## src/verilog/irq_ctl_pkg.sv

```systemverilog
package irq_ctl_pkg;
  // ----------------------------------------
  // Bus and register addressing
  // ----------------------------------------
  localparam int ADDR_W = 4;
  localparam int DATA_W = 8;
  localparam logic [3:0] ADDR_RX_TX_A = 4'h3;
  localparam logic [3:0] ADDR_CMD_A = 4'h2;
  localparam logic [3:0] ADDR_AUX_CTRL = 4'h4;
  localparam logic [3:0] ADDR_STATUS = 4'h5;
  localparam logic [3:0] ADDR_MASK = 4'h5;
  localparam logic [3:0] ADDR_RX_TX_B = 4'hb;
  localparam logic [3:0] ADDR_CMD_B = 4'ha;
  localparam logic [3:0] ADDR_PORT_CHANGE = 4'h4;
  localparam logic [3:0] ADDR_OPCR = 4'hd;
  localparam logic [3:0] ADDR_STOP_CT = 4'hf;
  // ----------------------------------------
  // Status bit positions
  // ----------------------------------------
  localparam int BIT_TX_A = 0;
  localparam int BIT_RX_A = 1;
  localparam int BIT_BRK_A = 2;
  localparam int BIT_CT = 3;
  localparam int BIT_TX_B = 4;
  localparam int BIT_RX_B = 5;
  localparam int BIT_BRK_B = 6;
  localparam int BIT_CHG = 7;
  localparam logic [3:0] CMD_RESET_BREAK = 4'h5;
  localparam int CMD_LSB = 4;
  localparam int CMD_W = 4;
  localparam logic [7:0] MASK_RESET = 8'h00;
  localparam logic [7:0] AUX_RESET = 8'h00;
  localparam logic [7:0] OPCR_RESET = 8'h00;
  localparam logic [3:0] CHG_RESET = 4'h0;
  // ----------------------------------------
  // Timing
  // ----------------------------------------
  localparam int CLK_PERIOD_NS = 10;
  localparam int NEGATE_MAX_NS = 300;
  localparam int NEGATE_MAX_CYC = NEGATE_MAX_NS / CLK_PERIOD_NS;

  typedef struct packed {
    logic rd;
    logic wr;
    logic [ADDR_W-1:0] addr;
    logic [DATA_W-1:0] data;
  } bus_req_s;

  typedef enum logic [1:0] {
    BUS_IDLE = 2'b00,
    BUS_RD = 2'b01,
    BUS_WR = 2'b10
  } bus_state_e;
endpackage

```

## src/verilog/irq_ctl.sv

```systemverilog
// Behaviour
// Access is chip select ANDed with strobe
// Host spaces same-command writes three clocks
// Host holds read strobe high 200 ns
// Single low interrupt from eight masked conditions
// Mask register selects interrupting conditions
// Status register readable shows active conditions
// Status shows one change bit, detail elsewhere
// Pins three to seven as discrete interrupts
// Receiver and transmitter pins as DMA requests
// Receive read negates receiver interrupt quickly
// Transmit write negates transmitter interrupt quickly
// Break reset command negates break interrupt
// Stop counter command negates counter interrupt
// Change register read negates change interrupt
// Mask clear removes contribution quickly
// Interrupt-type pins become open drain
// Counter bit set at each zero pass
// Change flags cleared by register read
// Strobes synchronised, one effect per access
// Interrupt low exactly when status and mask nonzero
module irq_ctl
  import irq_ctl_pkg::*;
(
  input wire logic CLK_SYS,
  input wire logic RST,
  input wire logic CHIP_SEL_N,
  input wire logic READ_STROBE_N,
  input wire logic WRITE_STROBE_N,
  input wire logic [ADDR_W-1:0] ADDR,
  input wire logic [DATA_W-1:0] DATA_IN,
  input wire logic RX_READY_A,
  input wire logic RX_READY_B,
  input wire logic RX_FIFO_FULL_A,
  input wire logic RX_FIFO_FULL_B,
  input wire logic TX_READY_A,
  input wire logic TX_READY_B,
  input wire logic BREAK_CHANGE_A,
  input wire logic BREAK_CHANGE_B,
  input wire logic CT_ZERO,
  input wire logic [3:0] INPUT_CHANGE,
  output logic [DATA_W-1:0] DATA_OUT,
  output logic DATA_OE,
  output logic IRQ_OUT_N,
  output logic [7:3] OP_OUT,
  output logic [7:3] OP_OE
);
  // ----------------------------------------
  // Strobe synchronisers
  // ----------------------------------------
  logic [1:0] rd_sync;
  logic [1:0] wr_sync;
  logic [ADDR_W-1:0] addr_s1;
  logic [ADDR_W-1:0] addr_s2;
  logic [DATA_W-1:0] din_s1;
  logic [DATA_W-1:0] din_s2;
  logic [7:0] lvl_s1;
  logic [7:0] lvl_s2;
  logic [4:0] evt_s1;
  logic [4:0] evt_s2;
  logic [4:0] evt_d;
  bus_state_e state;
  bus_state_e next_state;
  bus_req_s req;

  // chip select AND
  always_ff @(posedge CLK_SYS or posedge RST) begin
    if (RST) begin
      rd_sync <= 2'b00;
      wr_sync <= 2'b00;
      addr_s1 <= '0;
      addr_s2 <= '0;
      din_s1 <= '0;
      din_s2 <= '0;
      lvl_s1 <= 8'h00;
      lvl_s2 <= 8'h00;
      evt_s1 <= 5'h00;
      evt_s2 <= 5'h00;
      evt_d <= 5'h00;
    end else begin
      rd_sync <= {rd_sync[0], ~CHIP_SEL_N & ~READ_STROBE_N};
      wr_sync <= {wr_sync[0], ~CHIP_SEL_N & ~WRITE_STROBE_N};
      addr_s1 <= ADDR;
      addr_s2 <= addr_s1;
      din_s1 <= DATA_IN;
      din_s2 <= din_s1;
      lvl_s1 <= {RX_READY_A, RX_READY_B, RX_FIFO_FULL_A, RX_FIFO_FULL_B,
                 TX_READY_A, TX_READY_B, BREAK_CHANGE_A, BREAK_CHANGE_B};
      lvl_s2 <= lvl_s1;
      evt_s1 <= {CT_ZERO, INPUT_CHANGE};
      evt_s2 <= evt_s1;
      evt_d <= evt_s2;
    end
  end

  // one pulse per access
  always_comb begin
    next_state = state;
    req = '0;
    req.addr = addr_s2;
    req.data = din_s2;
    case (state)
      BUS_IDLE: begin
        if (rd_sync[1]) begin
          next_state = BUS_RD;
          req.rd = 1'b1;
        end else if (wr_sync[1]) begin
          next_state = BUS_WR;
          req.wr = 1'b1;
        end
      end
      BUS_RD: begin
        if (!rd_sync[1]) next_state = BUS_IDLE;
      end
      BUS_WR: begin
        if (!wr_sync[1]) next_state = BUS_IDLE;
      end
      default: next_state = BUS_IDLE;
    endcase
  end

  always_ff @(posedge CLK_SYS or posedge RST) begin
    if (RST) state <= BUS_IDLE;
    else state <= next_state;
  end

  // ----------------------------------------
  // Interrupt state
  // ----------------------------------------
  logic [7:0] irq_mask_reg;
  logic [7:0] aux_control_reg;
  logic [7:0] opcr;
  logic [3:0] port_change_reg;
  logic ct_flag;
  logic [1:0] brk_flag;
  logic [1:0] tx_hold;
  logic [1:0] rx_hold;
  logic [7:0] next_mask;
  logic [7:0] next_aux;
  logic [7:0] next_opcr;
  logic [3:0] next_change;
  logic next_ct;
  logic [1:0] next_brk;
  logic [1:0] next_tx_hold;
  logic [1:0] next_rx_hold;
  logic [7:0] irq_status_reg;
  logic [DATA_W-1:0] next_dout;
  logic next_oe;
  logic next_irq_n;
  logic [7:3] next_op;
  logic [7:3] next_op_oe;
  logic [4:0] rise;

  function automatic logic is_cmd(input bus_req_s r, input logic [3:0] a);
    is_cmd = r.wr && (r.addr == a);
  endfunction

  always_comb begin
    rise = evt_s2 & ~evt_d;
    next_mask = irq_mask_reg;
    next_aux = aux_control_reg;
    next_opcr = opcr;
    next_change = port_change_reg;
    next_ct = ct_flag;
    next_brk = brk_flag;
    next_tx_hold = tx_hold;
    next_rx_hold = rx_hold;
    // mask write
    // mask clear
    if (is_cmd(req, ADDR_MASK)) next_mask = req.data;
    if (is_cmd(req, ADDR_AUX_CTRL)) next_aux = req.data;
    if (is_cmd(req, ADDR_OPCR)) next_opcr = req.data;
    // receive read hides ready until source drops
    if (req.rd && req.addr == ADDR_RX_TX_A) next_rx_hold[1] = 1'b1;
    if (req.rd && req.addr == ADDR_RX_TX_B) next_rx_hold[0] = 1'b1;
    if (!lvl_s2[7] && !lvl_s2[5]) next_rx_hold[1] = 1'b0;
    if (!lvl_s2[6] && !lvl_s2[4]) next_rx_hold[0] = 1'b0;
    // transmit write hides ready
    if (is_cmd(req, ADDR_RX_TX_A)) next_tx_hold[1] = 1'b1;
    if (is_cmd(req, ADDR_RX_TX_B)) next_tx_hold[0] = 1'b1;
    if (!lvl_s2[3]) next_tx_hold[1] = 1'b0;
    if (!lvl_s2[2]) next_tx_hold[0] = 1'b0;
    // break reset command
    if (is_cmd(req, ADDR_CMD_A) && req.data[CMD_LSB +: CMD_W] == CMD_RESET_BREAK)
      next_brk[1] = 1'b0;
    if (is_cmd(req, ADDR_CMD_B) && req.data[CMD_LSB +: CMD_W] == CMD_RESET_BREAK)
      next_brk[0] = 1'b0;
    if (lvl_s2[1]) next_brk[1] = 1'b1;
    if (lvl_s2[0]) next_brk[0] = 1'b1;
    // stop counter command
    if (req.rd && req.addr == ADDR_STOP_CT) next_ct = 1'b0;
    // set wins over clear
    if (rise[4]) next_ct = 1'b1;
    // R18 read clears change flags
    if (req.rd && req.addr == ADDR_PORT_CHANGE) next_change = CHG_RESET;
    next_change = next_change | rise[3:0];
    // R07 status image
    irq_status_reg = '0;
    irq_status_reg[BIT_TX_A] = lvl_s2[3] & ~tx_hold[1];
    irq_status_reg[BIT_TX_B] = lvl_s2[2] & ~tx_hold[0];
    irq_status_reg[BIT_RX_A] = (lvl_s2[7] | lvl_s2[5]) & ~rx_hold[1];
    irq_status_reg[BIT_RX_B] = (lvl_s2[6] | lvl_s2[4]) & ~rx_hold[0];
    irq_status_reg[BIT_BRK_A] = brk_flag[1];
    irq_status_reg[BIT_BRK_B] = brk_flag[0];
    irq_status_reg[BIT_CT] = ct_flag;
    irq_status_reg[BIT_CHG] = |(port_change_reg & aux_control_reg[3:0]);
    next_dout = DATA_OUT;
    next_oe = (state == BUS_RD) || req.rd;
    if (req.rd && req.addr == ADDR_STATUS) next_dout = irq_status_reg;
    else if (req.rd && req.addr == ADDR_PORT_CHANGE)
      next_dout = {DATA_W{1'b0}} | {4'h0, port_change_reg};
    // R20 combined output
    next_irq_n = ~|(irq_status_reg & irq_mask_reg);
    // R09 discrete pins, R16 open drain
    next_op = 5'h1f;
    next_op_oe = 5'h00;
    // Pin pulled low only while its condition is active
    if (opcr[4]) next_op_oe[3] = irq_status_reg[BIT_CT];
    if (opcr[5]) next_op_oe[4] = irq_status_reg[BIT_RX_A];
    if (opcr[6]) next_op_oe[5] = irq_status_reg[BIT_RX_B];
    if (opcr[7]) next_op_oe[6] = irq_status_reg[BIT_TX_A];
    if (opcr[3]) next_op_oe[7] = irq_status_reg[BIT_TX_B];
    next_op = ~next_op_oe & 5'h00;
  end

  always_ff @(posedge CLK_SYS or posedge RST) begin
    if (RST) begin
      irq_mask_reg <= MASK_RESET;
      aux_control_reg <= AUX_RESET;
      opcr <= OPCR_RESET;
      port_change_reg <= CHG_RESET;
      ct_flag <= 1'b0;
      brk_flag <= 2'b00;
      tx_hold <= 2'b00;
      rx_hold <= 2'b00;
      DATA_OUT <= '0;
      DATA_OE <= 1'b0;
      IRQ_OUT_N <= 1'b1;
      OP_OUT <= 5'h00;
      OP_OE <= 5'h00;
    end else begin
      irq_mask_reg <= next_mask;
      aux_control_reg <= next_aux;
      opcr <= next_opcr;
      port_change_reg <= next_change;
      ct_flag <= next_ct;
      brk_flag <= next_brk;
      tx_hold <= next_tx_hold;
      rx_hold <= next_rx_hold;
      DATA_OUT <= next_dout;
      DATA_OE <= next_oe;
      IRQ_OUT_N <= next_irq_n;
      OP_OUT <= next_op;
      OP_OE <= next_op_oe;
    end
  end

  // ----------------------------------------
  // Checks
  // ----------------------------------------
  property p_irq_match;
    @(posedge CLK_SYS) disable iff (RST)
      1'b1 |=> IRQ_OUT_N == ~|($past(irq_status_reg) & $past(irq_mask_reg));
  endproperty
  a_irq_match: assert property (p_irq_match) else $error("irq mismatch");

  property p_one_pulse;
    @(posedge CLK_SYS) disable iff (RST)
      req.rd |=> !req.rd;
  endproperty
  a_one_pulse: assert property (p_one_pulse) else $error("double read");

  property p_chg_clear;
    @(posedge CLK_SYS) disable iff (RST)
      (req.rd && req.addr == ADDR_PORT_CHANGE && evt_s2[3:0] == evt_d[3:0]) |=>
        port_change_reg == 4'h0;
  endproperty
  a_chg_clear: assert property (p_chg_clear) else $error("change kept");

  property p_ct_set;
    @(posedge CLK_SYS) disable iff (RST)
      rise[4] |=> ct_flag;
  endproperty
  a_ct_set: assert property (p_ct_set) else $error("counter lost");

  property p_ct_stop;
    @(posedge CLK_SYS) disable iff (RST)
      (req.rd && req.addr == ADDR_STOP_CT && !rise[4]) |-> ##[1:2] IRQ_OUT_N || ct_flag == 1'b0;
  endproperty
  a_ct_stop: assert property (p_ct_stop) else $error("counter held");

  property p_mask_clear;
    @(posedge CLK_SYS) disable iff (RST)
      (is_cmd(req, ADDR_MASK) && req.data == 8'h00) |-> ##2 IRQ_OUT_N;
  endproperty
  a_mask_clear: assert property (p_mask_clear) else $error("mask slow");

  property p_op_od;
    @(posedge CLK_SYS) disable iff (RST)
      1'b1 |-> OP_OUT == 5'h00;
  endproperty
  a_op_od: assert property (p_op_od) else $error("pin driven high");

  property p_dout_oe;
    @(posedge CLK_SYS) disable iff (RST)
      $rose(DATA_OE) |-> $past(req.rd);
  endproperty
  a_dout_oe: assert property (p_dout_oe) else $error("stray drive");
endmodule // irq_ctl

```

## config.mk

```make
export PLATFORM = sky130hd
export DESIGN_NAME = irq_ctl
export DESIGN_NICKNAME = d
export VERILOG_FILES = /design/src/verilog/irq_ctl_pkg.sv /design/src/verilog/irq_ctl.sv
export SDC_FILE = /design/constraint.sdc
export NUM_CORES = 1
export LEC_CHECK = 0
export BUFFER_PORTS_ARGS = -buffer_cell sky130_fd_sc_hd__buf_2
export CORE_AREA = 3 3 109 111
export DETAILED_ROUTE_END_ITERATION = 8
export DIE_AREA = 0 0 112 114
export PLACE_DENSITY = 0.55
export SETUP_SLACK_MARGIN = 0.02
export SLEW_MARGIN = 20
export SYNTH_ARGS = -nofsm -noshare
export SYNTH_HDL_FRONTEND = slang
export SYNTH_SLANG_ARGS = --single-unit
```

## constraint.sdc

```tcl
create_clock -name CLK_SYS -period 4.1 [get_ports CLK_SYS]
set_input_delay 0.82 -clock CLK_SYS [delete_from_list [all_inputs] [get_ports CLK_SYS]]
set_output_delay 0.82 -clock CLK_SYS [all_outputs]
set_load 0.01 [all_outputs]
```

==> results of run 1 <==
## metrics by stage
step	hold WS [ns]	power, mW
after CTS	0.3554	2.036
after global routing	0.3579	2.107
final	0.3525	2.004
after detailed placement	0.3347	1.363
after floorplan	0.3312	1.281
after global placement	0.3331	1.358
## metal layers
layer,vias up,part of all wire,track usage
met2,49,0.46,0.1511
met4,0,0.025,0.05449
met1,949,0.47,0.1462
met5,-,0,0
li1,863,-,-
met3,12,0.045,0.02546
## area by class of cell
| cell class | count | area (µm²) |
|---|---|---|
| tap | 140 | 175.2 |
| timing repair buffer | 46 | 235.2 |
| multi-input combinational | 103 | 788.3 |
| clock buffer | 11 | 141.4 |
| inverter | 8 | 32.53 |
| fill | 1052 | 6844 |
| clock inverter | 3 | 67.56 |
| sequential | 104 | 2604 |
## cell usage in the layout, fill, tap and decap left out, types with 3 or more instances in the layout
cell	netlist	layout
sky130_fd_sc_hd__a22o_1	8	8
sky130_fd_sc_hd__a31oi_1	8	8
sky130_fd_sc_hd__and2_1	5	5
sky130_fd_sc_hd__buf_2	1	44
sky130_fd_sc_hd__clkbuf_8	0	10
sky130_fd_sc_hd__conb_1	1	5
sky130_fd_sc_hd__dfrtp_1	103	103
sky130_fd_sc_hd__inv_1	8	7
sky130_fd_sc_hd__mux2_2	17	17
sky130_fd_sc_hd__nand2_1	3	3
sky130_fd_sc_hd__nand3_1	6	6
sky130_fd_sc_hd__nand4_1	3	3
sky130_fd_sc_hd__nor2_1	9	9
sky130_fd_sc_hd__nor2b_1	4	4
sky130_fd_sc_hd__nor3_1	4	4
sky130_fd_sc_hd__o21ai_0	6	6
## cell families after synthesis
logic type | Yosys count
DFF | 104
and+or+nand+nor | 48
AOI/OAI and AO/OA | 33
muxes | 17
buffers and inverters | 16
other | 1
## worst max path at each step
stage | startpoint | to | cells past startpoint | slack, ns
2_1_floorplan | RST | DATA_OE | 1 | 0.55
3_3_place_gp | state[1] | irq_mask_reg[4] | 3 | 2.29
3_5_place_dp | state[1] | irq_mask_reg[5] | 3 | 2.18
4_1_cts | state[1] | irq_mask_reg[3] | 3 | 2.15
5_1_grt | state[1] | irq_mask_reg[3] | 3 | 2.10
6_report | state[1] | irq_mask_reg[3] | 3 | 2.17
## report_power, final
part,internal [mW],switching (mW)
Combinational,0.0845,0.0915
Clock,0.354,0.312
Sequential,1.11,0.0475
## critical path, delay by kind of cell (launching register included)
kind	cells	cell delay, ns
and+or+nand+nor	2	0.96
muxes	1	0.39
DFF	1	0.46
==> summary.md, run 1 <==
| Metric | Value |
|---|---|
| Setup Crit Path Kind | `reg2reg` |
| Starting utilization of the core area | `0.3185` |
| Required time at the endpoint of the critical path | `4.34 ns` |
| Largest family of logic cells by synthesized area | `simple AND/OR/NAND/NOR gates` |
| Total wire length after detailed routing | `6187 µm` |
| Yosys warning total | `0` |
| Maximum vdd drop | `0.0001888 V` |
| Netlist area before placement | `3468 µm²` |
| Worst Reg2Reg Path Length in Cells | `3` |
| # clock sinks | `104` |
| Adder-Cell Fraction of Synth Area | `0` |
| Final period demand of the worst path | `1.927 ns` |
| Reg2Reg Launch Point | `state[1]` |
| Setup tns final | `0 ns` |
| Multiplexer share of the synthesized area | `0.05519` |
| Ports placed on the boundary | `50` |
| Width of the chip | `112 µm` |
| Post-synthesis share of cell area spent on and, or, nand and nor gates | `0.09343` |
| Via count of the first global-routing pass | `1,948` |
| Inserted Clock Buffers | `9` |
| Transition at the pin with the smallest max-transition slack | `0.6960 ns` |
| Worst reg2reg path endpoint | `irq_mask_reg[3]` |
| Row Count | `38` |
| Maximum fanout encountered on the critical timing path | `8` |
| Ys async rst share | `1.000` |
| Sequential element share of the synthesized area | `0.7507` |
| Clock transition time at the flip-flop clock pins of the worst setup and hold paths | `0.09 ns` |
| XOR/XNOR share of the synthesized area | `0` |
| First-pass iteration count of the detailed router | `4` |
| Core Footprint | `10,890 µm²` |
| Post-synthesis compound-gate area fraction | `0.07323` |
| Total routing resource utilization after global routing | `0.1044` |
| Mapped Avg Cell Area | `15.84 µm²` |
| CTS resizes | `0` |
| Register-to-register setup slack | `2.17 ns` |
| Final setup viols | `0` |
| Worst hold path cell count | `0` |
| Fin. Hold Viols | `0` |
| Area share of the largest cell type after synthesis | `0.7431` |
| Clock latency on the worst-skew pair | `0.36 ns` |
| Power density relative to cell area | `495.5 nW/µm²` |
| Fin crit share | `0.4699` |
| Synth top area cells | `sky130_fd_sc_hd__dfrtp_1, sky130_fd_sc_hd__mux2_2, sky130_fd_sc_hd__a22o_1` |
| Grt ovf | `0` |
| Max-cap viol count | `0` |
| Count of nets left with antenna violations after detail routing | `0` |
| CP peak stage delay | `0.51 ns` |
| Count of unique library cells instantiated by Yosys | `36` |
| Number of max-slew violations in the final report | `0` |
| Top FF cell, synth | `sky130_fd_sc_hd__dfrtp_1` |
| Cell area reported after detailed placement | `3835 µm²` |
| WP data arrival | `2.17 ns` |
| Buffers on Ports | `44` |
| Crit path cell chain | `nor4b_4, and3_1, mux2_2` |
| Non-Filler Cell Area, Final | `4044 µm²` |
| Layout Area Growth over Synthesis | `16.59%` |
| Most instantiated cells after synthesis | `sky130_fd_sc_hd__dfrtp_1, sky130_fd_sc_hd__mux2_2, sky130_fd_sc_hd__nor2_1` |
| Total Die Area | `12,770 µm²` |
| Unrepaired setup endpoints after global routing | `no` |
| Detail-routed net length per standard cell | `14.91 µm` |
| Launch instance of the worst min-delay path | `din_s1[5]` |
| Clock tree from TritonCTS | `built` |
| Via density per instance | `4.513` |
| Syn Inst Count | `219` |
| Cell type with the highest aggregate area in the netlist | `sky130_fd_sc_hd__dfrtp_1` |
| Half-perimeter wire length after detailed placement | `4449 µm` |
| Crit path setup slack, layout | `2.173 ns` |
| Final Util | `0.3714` |
| Crit end category | `register` |
| Non-filler instance count after layout | `415` |
| Worst clock skew on the final layout | `0.006220 ns` |
| Headroom to the max-slew limit | `0.5240` |
| Fraction of final layout cells with drive strength greater than 1 | `0.3236` |
| Drc violations | `0` |
| Leading cell type by number of instances after synthesis | `sky130_fd_sc_hd__dfrtp_1` |
| Antenna Diode Count | `0` |
| Number of antenna violations at the first check in global routing | `0` |
| Hold Crit Endpoint | `din_s2[5]` |
| Die Ht | `114 µm` |
| Cts-stage hold buffer count | `0` |
| Path class of the lowest-slack min-delay path | `reg2reg` |
| Buffer depth of the longest clock path | `2` |
| Maximum number of pins on one net before global-route repair | `50` |
| Slowest-stage cell, CP | `sky130_fd_sc_hd__nor4b_4` |
| Max Freq | `0.5190 GHz` |
| Routed via count | `1,873` |
| CTS H-Tree Depth | `3` |
| Number of synthesized flops with an enable pin | `0` |
| Number of buffers added for setup after CTS | `0` |
| Run status | `complete, no violations` |
| Gpl congestion | `0.7630` |
| Master cell of the clock root buffer | `sky130_fd_sc_hd__clkbuf_8` |
| Number of nets in the final layout | `302` |
| FF+latch count, synth | `104` |
| Placement Setup Slack | `2.183 ns` |
| Setup crit start kind | `register` |
| Leakage power summed over all cells | `1.887 nW` |
| Starting DRC count in detailed routing | `113` |
| Wire length of the first global-routing pass | `10,210 µm` |
| Cell count after placement | `401` |
(Power assumes the default switching activity.)
==> inputs of run 2 (changes only) <==
==> constraint.sdc (replaced) <==
create_clock -name CLK_SYS -period 2 [get_ports CLK_SYS]
set_input_delay 0.4 -clock CLK_SYS [delete_from_list [all_inputs] [get_ports CLK_SYS]]
set_output_delay 0.4 -clock CLK_SYS [all_outputs]
set_load 0.01 [all_outputs]
==> run 2 against run 1 <==
  * Cell area increased by 1.0%
  * Clock power grew 91%
  * Clock skew rose by 0.0012 ns
  * Cell count increased by 1.2%
  * Non-clock buffer count up 4
  * Maximum frequency grew 10%
==> summary.md, run 2 (synthesized netlist as in run 1, its figures left out) <==
| Metric | Value |
|---|---|
| PnR Total Power | `4.033 mW (was 2.004 mW)` |
| Max Freq | `0.5721 GHz (was 0.5190 GHz)` |
| Cts-stage hold buffer count | `0 (unchanged)` |
| Fill cells | `1,029 (was 1,052)` |
| Buffer depth of the longest clock path | `2 (unchanged)` |
| Most frequent standard cell in the layout excluding fill and tap cells | `sky130_fd_sc_hd__dfrtp_1 (unchanged)` |
| Row Count | `38 (unchanged)` |
| Wire length on met2 | `2844 µm (was 2823 µm)` |
| First-pass iteration count of the detailed router | `5 (was 4)` |
| Clock latency on the worst-skew pair | `0.36 ns (about the same)` |
| Setup tns final | `0 ns (unchanged)` |
| Fin. Hold Viols | `0 (unchanged)` |
| Routed via count | `1,889 (was 1,873)` |
| Width of the chip | `112 µm (unchanged)` |
| Power density relative to cell area | `987.2 nW/µm² (was 495.5 nW/µm²)` |
| Crit end category | `register (unchanged)` |
| Die Ht | `114 µm (unchanged)` |
| Maximum fanout encountered on the critical timing path | `3 (was 8)` |
| Run status | `complete, no violations (unchanged)` |
| Total Die Area | `12,770 µm² (unchanged)` |
| Setup Crit Path Kind | `reg2reg (unchanged)` |
| CTS resizes | `0 (unchanged)` |
| Layout Area Growth over Synthesis | `17.79% (was 16.59%)` |
| Setup crit start kind | `register (unchanged)` |
| Starting utilization of the core area | `0.3185 (unchanged)` |
| Number of nets in the final layout | `306 (was 302)` |
| Transition at the pin with the smallest max-transition slack | `0.6414 ns (was 0.6960 ns)` |
| Max-cap viol count | `0 (unchanged)` |
| Maximum number of pins on one net before global-route repair | `55 (was 50)` |
| Drc violations | `0 (unchanged)` |
| Fin crit share | `0.8739 (was 0.4699)` |
| Highest routing layer actually used | `met4 (unchanged)` |
| CTS H-Tree Depth | `3 (unchanged)` |
| Wire length on met3 | `374 µm (was 280 µm)` |
| Antenna Diode Count | `0 (unchanged)` |
| Headroom to the max-slew limit | `0.5613 (was 0.5240)` |
| DRT met1 WL | `2896 µm (was 2926 µm)` |
| WP data arrival | `2.06 ns (was 2.17 ns)` |
| Final period demand of the worst path | `1.748 ns (was 1.927 ns)` |
| Unrepaired setup endpoints after global routing | `no (unchanged)` |
| Starting DRC count in detailed routing | `66 (was 113)` |
| Number of max-slew violations in the final report | `0 (unchanged)` |
| Clock tree from TritonCTS | `built (unchanged)` |
| Gpl congestion | `0.7710 (was 0.7630)` |
| # clock sinks | `104 (unchanged)` |
| Path class of the lowest-slack min-delay path | `in2async (was reg2reg)` |
| Count of nets left with antenna violations after detail routing | `0 (unchanged)` |
| Via density per instance | `4.498 (was 4.513)` |
| Non-filler instance count after layout | `420 (was 415)` |
| Grt ovf | `0 (unchanged)` |
| Ports placed on the boundary | `50 (unchanged)` |
| Fraction of final layout cells with drive strength greater than 1 | `0.3393 (was 0.3236)` |
| Via count of the first global-routing pass | `2,006 (was 1,948)` |
| Cell count after placement | `405 (was 401)` |
| Required time at the endpoint of the critical path | `2.31 ns (was 4.34 ns)` |
| Buffers on Ports | `44 (unchanged)` |
| Half-perimeter wire length after detailed placement | `4455 µm (was 4449 µm)` |
| Total routing resource utilization after global routing | `0.1063 (was 0.1044)` |
| Clock transition time at the flip-flop clock pins of the worst setup and hold paths | `0.09 ns (about the same)` |
| Maximum vdd drop | `0.0004162 V (was 0.0001888 V)` |
| Most used cells in the layout excluding fill and tap cells | `sky130_fd_sc_hd__dfrtp_1, sky130_fd_sc_hd__buf_2, sky130_fd_sc_hd__mux2_2 (unchanged)` |
| Worst clock skew on the final layout | `0.007455 ns (was 0.006220 ns)` |
| Total wire length after detailed routing | `6182 µm (was 6187 µm)` |
| Inserted Clock Buffers | `9 (unchanged)` |
| Detail-routed net length per standard cell | `14.72 µm (was 14.91 µm)` |
| Number of buffers added for setup after CTS | `0 (unchanged)` |
| Final setup viols | `0 (unchanged)` |
| Wire length of the first global-routing pass | `10,570 µm (was 10,210 µm)` |
| Master cell of the clock root buffer | `sky130_fd_sc_hd__clkbuf_8 (unchanged)` |
| Leakage power summed over all cells | `1.905 nW (was 1.887 nW)` |
| Core Footprint | `10,890 µm² (unchanged)` |
| Number of antenna violations at the first check in global routing | `0 (unchanged)` |
==> run 2: final timing paths <==
path,from,end,slack (ns),depth (start not counted)
worst min-delay path,RST,din_s1[4],0.02,2
worst max-delay path,brk_flag[0],IRQ_OUT_N,0.25,4
worst min register to register,evt_s1[0],evt_s2[0],0.35,0
min in group CLK_SYS,INPUT_CHANGE[2],evt_s1[2],0.14,1
max in group asynchronous,RST,IRQ_OUT_N,1.34,3
worst max register to register,brk_flag[0],IRQ_OUT_N,0.25,4
==> run 2: final cells by class <==
cell class	count	area, µm²	share of cell area
sequential	104	2604	0.6374
multi-input combinational	103	788.3	0.1930
timing repair buffer	50	290.3	0.07106
tap	140	175.2	0.04288
clock buffer	9	123.9	0.03032
clock inverter	6	70.07	0.01715
inverter	8	33.78	0.008270
==> run 2: critical path, stage by stage, from the launching register on <==
cell and delay, ns:
sky130_fd_sc_hd__dfrtp_1 0.43, sky130_fd_sc_hd__a222oi_1 0.34, sky130_fd_sc_hd__inv_1 0.09, sky130_fd_sc_hd__a2111oi_0 0.61, sky130_fd_sc_hd__buf_4 0.22
==> run 2: report_power, final <==
part / leakage [nW] / switching (mW) / total [mW] / internal (mW)
Sequential: 1.25 / 0.0980 / 2.38 / 2.28
Combinational: 0.558 / 0.193 / 0.384 / 0.191
Clock: 0.0932 / 0.688 / 1.27 / 0.580
Total: 1.90 / 0.979 / 4.03 / 3.05
==> run 2: through the flow <==
| stage | utilization | setup WS (ns) | hold slack [ns] | instance area (µm²) |
|---|---|---|---|---|
| global route | 0.3752 | 0.1003 | 0.04072 | 4085 |
| detailed placement | 0.3574 | 0.2990 | 0.3347 | 3891 |
| global placement | 0.3574 | 0.2618 | 0.3342 | 3891 |
| floorplan | - | 0.3553 | 0.3312 | 3487 |
| CTS | 0.3752 | 0.2747 | 0.01241 | 4085 |
| finish | 0.3752 | 0.2521 | 0.02152 | 4085 |
==> run 2: per-layer routing <==
layer  vias up  GRT usage
met5         -          0
met4         0    0.03125
met3         7    0.04085
met2        53     0.1591
met1       956     0.1453
li1        873          -
==> inputs of run 3 (changes only) <==
--- a/config.mk
+++ b/config.mk
@@ -9,7 +9,6 @@
 export CORE_AREA = 3 3 109 111
 export DETAILED_ROUTE_END_ITERATION = 8
 export DIE_AREA = 0 0 112 114
-export PLACE_DENSITY = 0.55
 export SETUP_SLACK_MARGIN = 0.02
 export SLEW_MARGIN = 20
 export SYNTH_ARGS = -nofsm -noshare
==> run 3 against run 2 <==
  * Cell area decreased by 0.77%
  * Clock skew increased by 0.0020 ns
  * Largest power group unchanged
  * Sequential power about the same
  * Wire length decreased by 0.32%
  * Count of clock-buffer cells in the layout increased by 1
  * Combinational power decreased by 4%
  * Clock power decreased by 11%
  * Worst setup slack improved by 0.021 ns
  * Cell count unchanged
  * Die area unchanged
  * Sequential share of layout area increased by 0.49 points
==> summary.md, run 3 (synthesized netlist as in run 1, its figures left out) <==
| Metric | Value |
|---|---|
| Final period demand of the worst path | `1.727 ns (was 1.748 ns)` |
| Fin. Hold Viols | `0 (unchanged)` |
| Routed via count | `1,861 (was 1,889)` |
| Worst Reg2Reg Path Length in Cells | `3 (was 4)` |
| Max Freq | `0.5789 GHz (was 0.5721 GHz)` |
| Register-to-register setup slack | `0.27 ns (was 0.25 ns)` |
| Worst clock skew on the final layout | `0.009475 ns (was 0.007455 ns)` |
| Transition at the pin with the smallest max-transition slack | `0.5918 ns (was 0.6414 ns)` |
| Row Count | `38 (unchanged)` |
| Setup crit start kind | `register (unchanged)` |
| Core Footprint | `10,890 µm² (unchanged)` |
| Count of nets left with antenna violations after detail routing | `0 (unchanged)` |
| Inserted Clock Buffers | `9 (unchanged)` |
| Wire length of the first global-routing pass | `10,160 µm (was 10,570 µm)` |
| WP data arrival | `1.98 ns (was 2.06 ns)` |
| Buffers on Ports | `44 (unchanged)` |
| Max-cap viol count | `0 (unchanged)` |
| Fraction of final layout cells with drive strength greater than 1 | `0.3357 (was 0.3393)` |
| Half-perimeter wire length after detailed placement | `4454 µm (was 4455 µm)` |
| Cts-stage hold buffer count | `0 (unchanged)` |
| Number of max-slew violations in the final report | `0 (unchanged)` |
| Crit path setup slack, layout | `0.2727 ns (was 0.2521 ns)` |
| Total wire length after detailed routing | `6162 µm (was 6182 µm)` |
| Crit end category | `register (unchanged)` |
| Run status | `complete, no violations (unchanged)` |
| Placement Setup Slack | `0.3173 ns (was 0.2990 ns)` |
| Ports placed on the boundary | `50 (unchanged)` |
| Fin crit share | `0.8637 (was 0.8739)` |
| Minimum hold slack | `0.04309 ns (was 0.02152 ns)` |
| Unrepaired setup endpoints after global routing | `no (unchanged)` |
| Number of nets in the final layout | `305 (was 306)` |
| Total routing resource utilization after global routing | `0.1049 (was 0.1063)` |
| Clock tree from TritonCTS | `built (unchanged)` |
| Maximum vdd drop | `0.0003675 V (was 0.0004162 V)` |
| Final setup viols | `0 (unchanged)` |
| Gpl congestion | `0.7825 (was 0.7710)` |
| Grt ovf | `0 (unchanged)` |
| Clock latency on the worst-skew pair | `0.36 ns (about the same)` |
| Buffer depth of the longest clock path | `2 (unchanged)` |
| Clock transition time at the flip-flop clock pins of the worst setup and hold paths | `0.10 ns (was 0.09 ns)` |
| Die Ht | `114 µm (unchanged)` |
| Leakage power summed over all cells | `1.890 nW (was 1.905 nW)` |
| Setup Crit Path Kind | `reg2reg (unchanged)` |
| Most frequent standard cell in the layout excluding fill and tap cells | `sky130_fd_sc_hd__dfrtp_1 (unchanged)` |
| Number of buffers added for setup after CTS | `0 (unchanged)` |
| Master cell of the clock root buffer | `sky130_fd_sc_hd__clkbuf_8 (unchanged)` |
| Width of the chip | `112 µm (unchanged)` |
| Maximum number of pins on one net before global-route repair | `51 (was 55)` |
| CTS H-Tree Depth | `3 (unchanged)` |
| # clock sinks | `104 (unchanged)` |
| Layout Area Growth over Synthesis | `16.88% (was 17.79%)` |
| Drc violations | `0 (unchanged)` |
| Most used cells in the layout excluding fill and tap cells | `sky130_fd_sc_hd__dfrtp_1, sky130_fd_sc_hd__buf_2, sky130_fd_sc_hd__mux2_2 (unchanged)` |
| Maximum fanout encountered on the critical timing path | `8 (was 3)` |
| Antenna Diode Count | `0 (unchanged)` |
| First-pass iteration count of the detailed router | `5 (unchanged)` |
| Detail-routed net length per standard cell | `14.67 µm (was 14.72 µm)` |
| Headroom to the max-slew limit | `0.5953 (was 0.5613)` |
| Starting utilization of the core area | `0.3185 (unchanged)` |
| Path class of the lowest-slack min-delay path | `in2async (unchanged)` |
| Via density per instance | `4.431 (was 4.498)` |
| Starting DRC count in detailed routing | `117 (was 66)` |
| Via count of the first global-routing pass | `1,965 (was 2,006)` |
| Required time at the endpoint of the critical path | `2.25 ns (was 2.31 ns)` |
| Setup tns final | `0 ns (unchanged)` |
| CTS resizes | `0 (unchanged)` |
| Total Die Area | `12,770 µm² (unchanged)` |
| Number of antenna violations at the first check in global routing | `0 (unchanged)` |
| Power density relative to cell area | `957.3 nW/µm² (was 987.2 nW/µm²)` |
## run 3: layout make-up
type	instances	area [µm²]
fill	1042	6834
sequential	104	2604
multi-input combinational	103	788.3
timing repair buffer	49	282.8
tap	140	175.2
clock buffer	10	127.6
clock inverter	6	42.54
inverter	8	33.78
## run 3: per-layer routing
| metal | GRT usage | up-vias | wire length (µm) |
|---|---|---|---|
| li1 | - | 870 | - |
| met1 | 0.1400 | 931 | 2949 |
| met2 | 0.1539 | 51 | 2780 |
| met3 | 0.04085 | 9 | 344 |
| met4 | 0.04327 | 0 | 88 |
| met5 | 0 | - | 0 |
## run 3: through the flow
step           std cells  instance area (µm²)  total power [mW]    util
6_report             420                 4054             3.881  0.3723
5_1_grt              420                 4054             4.093  0.3723
4_1_cts              420                 4054             3.961  0.3723
3_3_place_gp         404                 3884             2.788  0.3567
2_1_floorplan        223                 3487             2.627       -
3_5_place_dp         404                 3884             2.801  0.3567
## run 3: worst max-delay path, stage by stage (launching register included)
cell                      delay (ns)
sky130_fd_sc_hd__dfrtp_1        0.47
sky130_fd_sc_hd__nor4b_4        0.32
sky130_fd_sc_hd__and3_1         0.45
sky130_fd_sc_hd__mux2_2         0.39
## run 3: report_power, final
group / leakage (nW) / switching, mW / total (mW) / internal (mW)
clock: 0.0831 / 0.672 / 1.13 / 0.457
sequential: 1.25 / 0.102 / 2.39 / 2.28
combinational: 0.553 / 0.185 / 0.367 / 0.182
## run 3: path summary, 6_finish.rpt
path,startpoint,end
setup reg to reg,state[1],irq_mask_reg[5]
hold / removal,RST,din_s1[2]
setup / recovery,state[1],irq_mask_reg[5]
hold reg to reg,evt_s1[1],evt_s2[1]
max in group asynchronous,RST,IRQ_OUT_N
min in group CLK_SYS,INPUT_CHANGE[0],evt_s1[0]
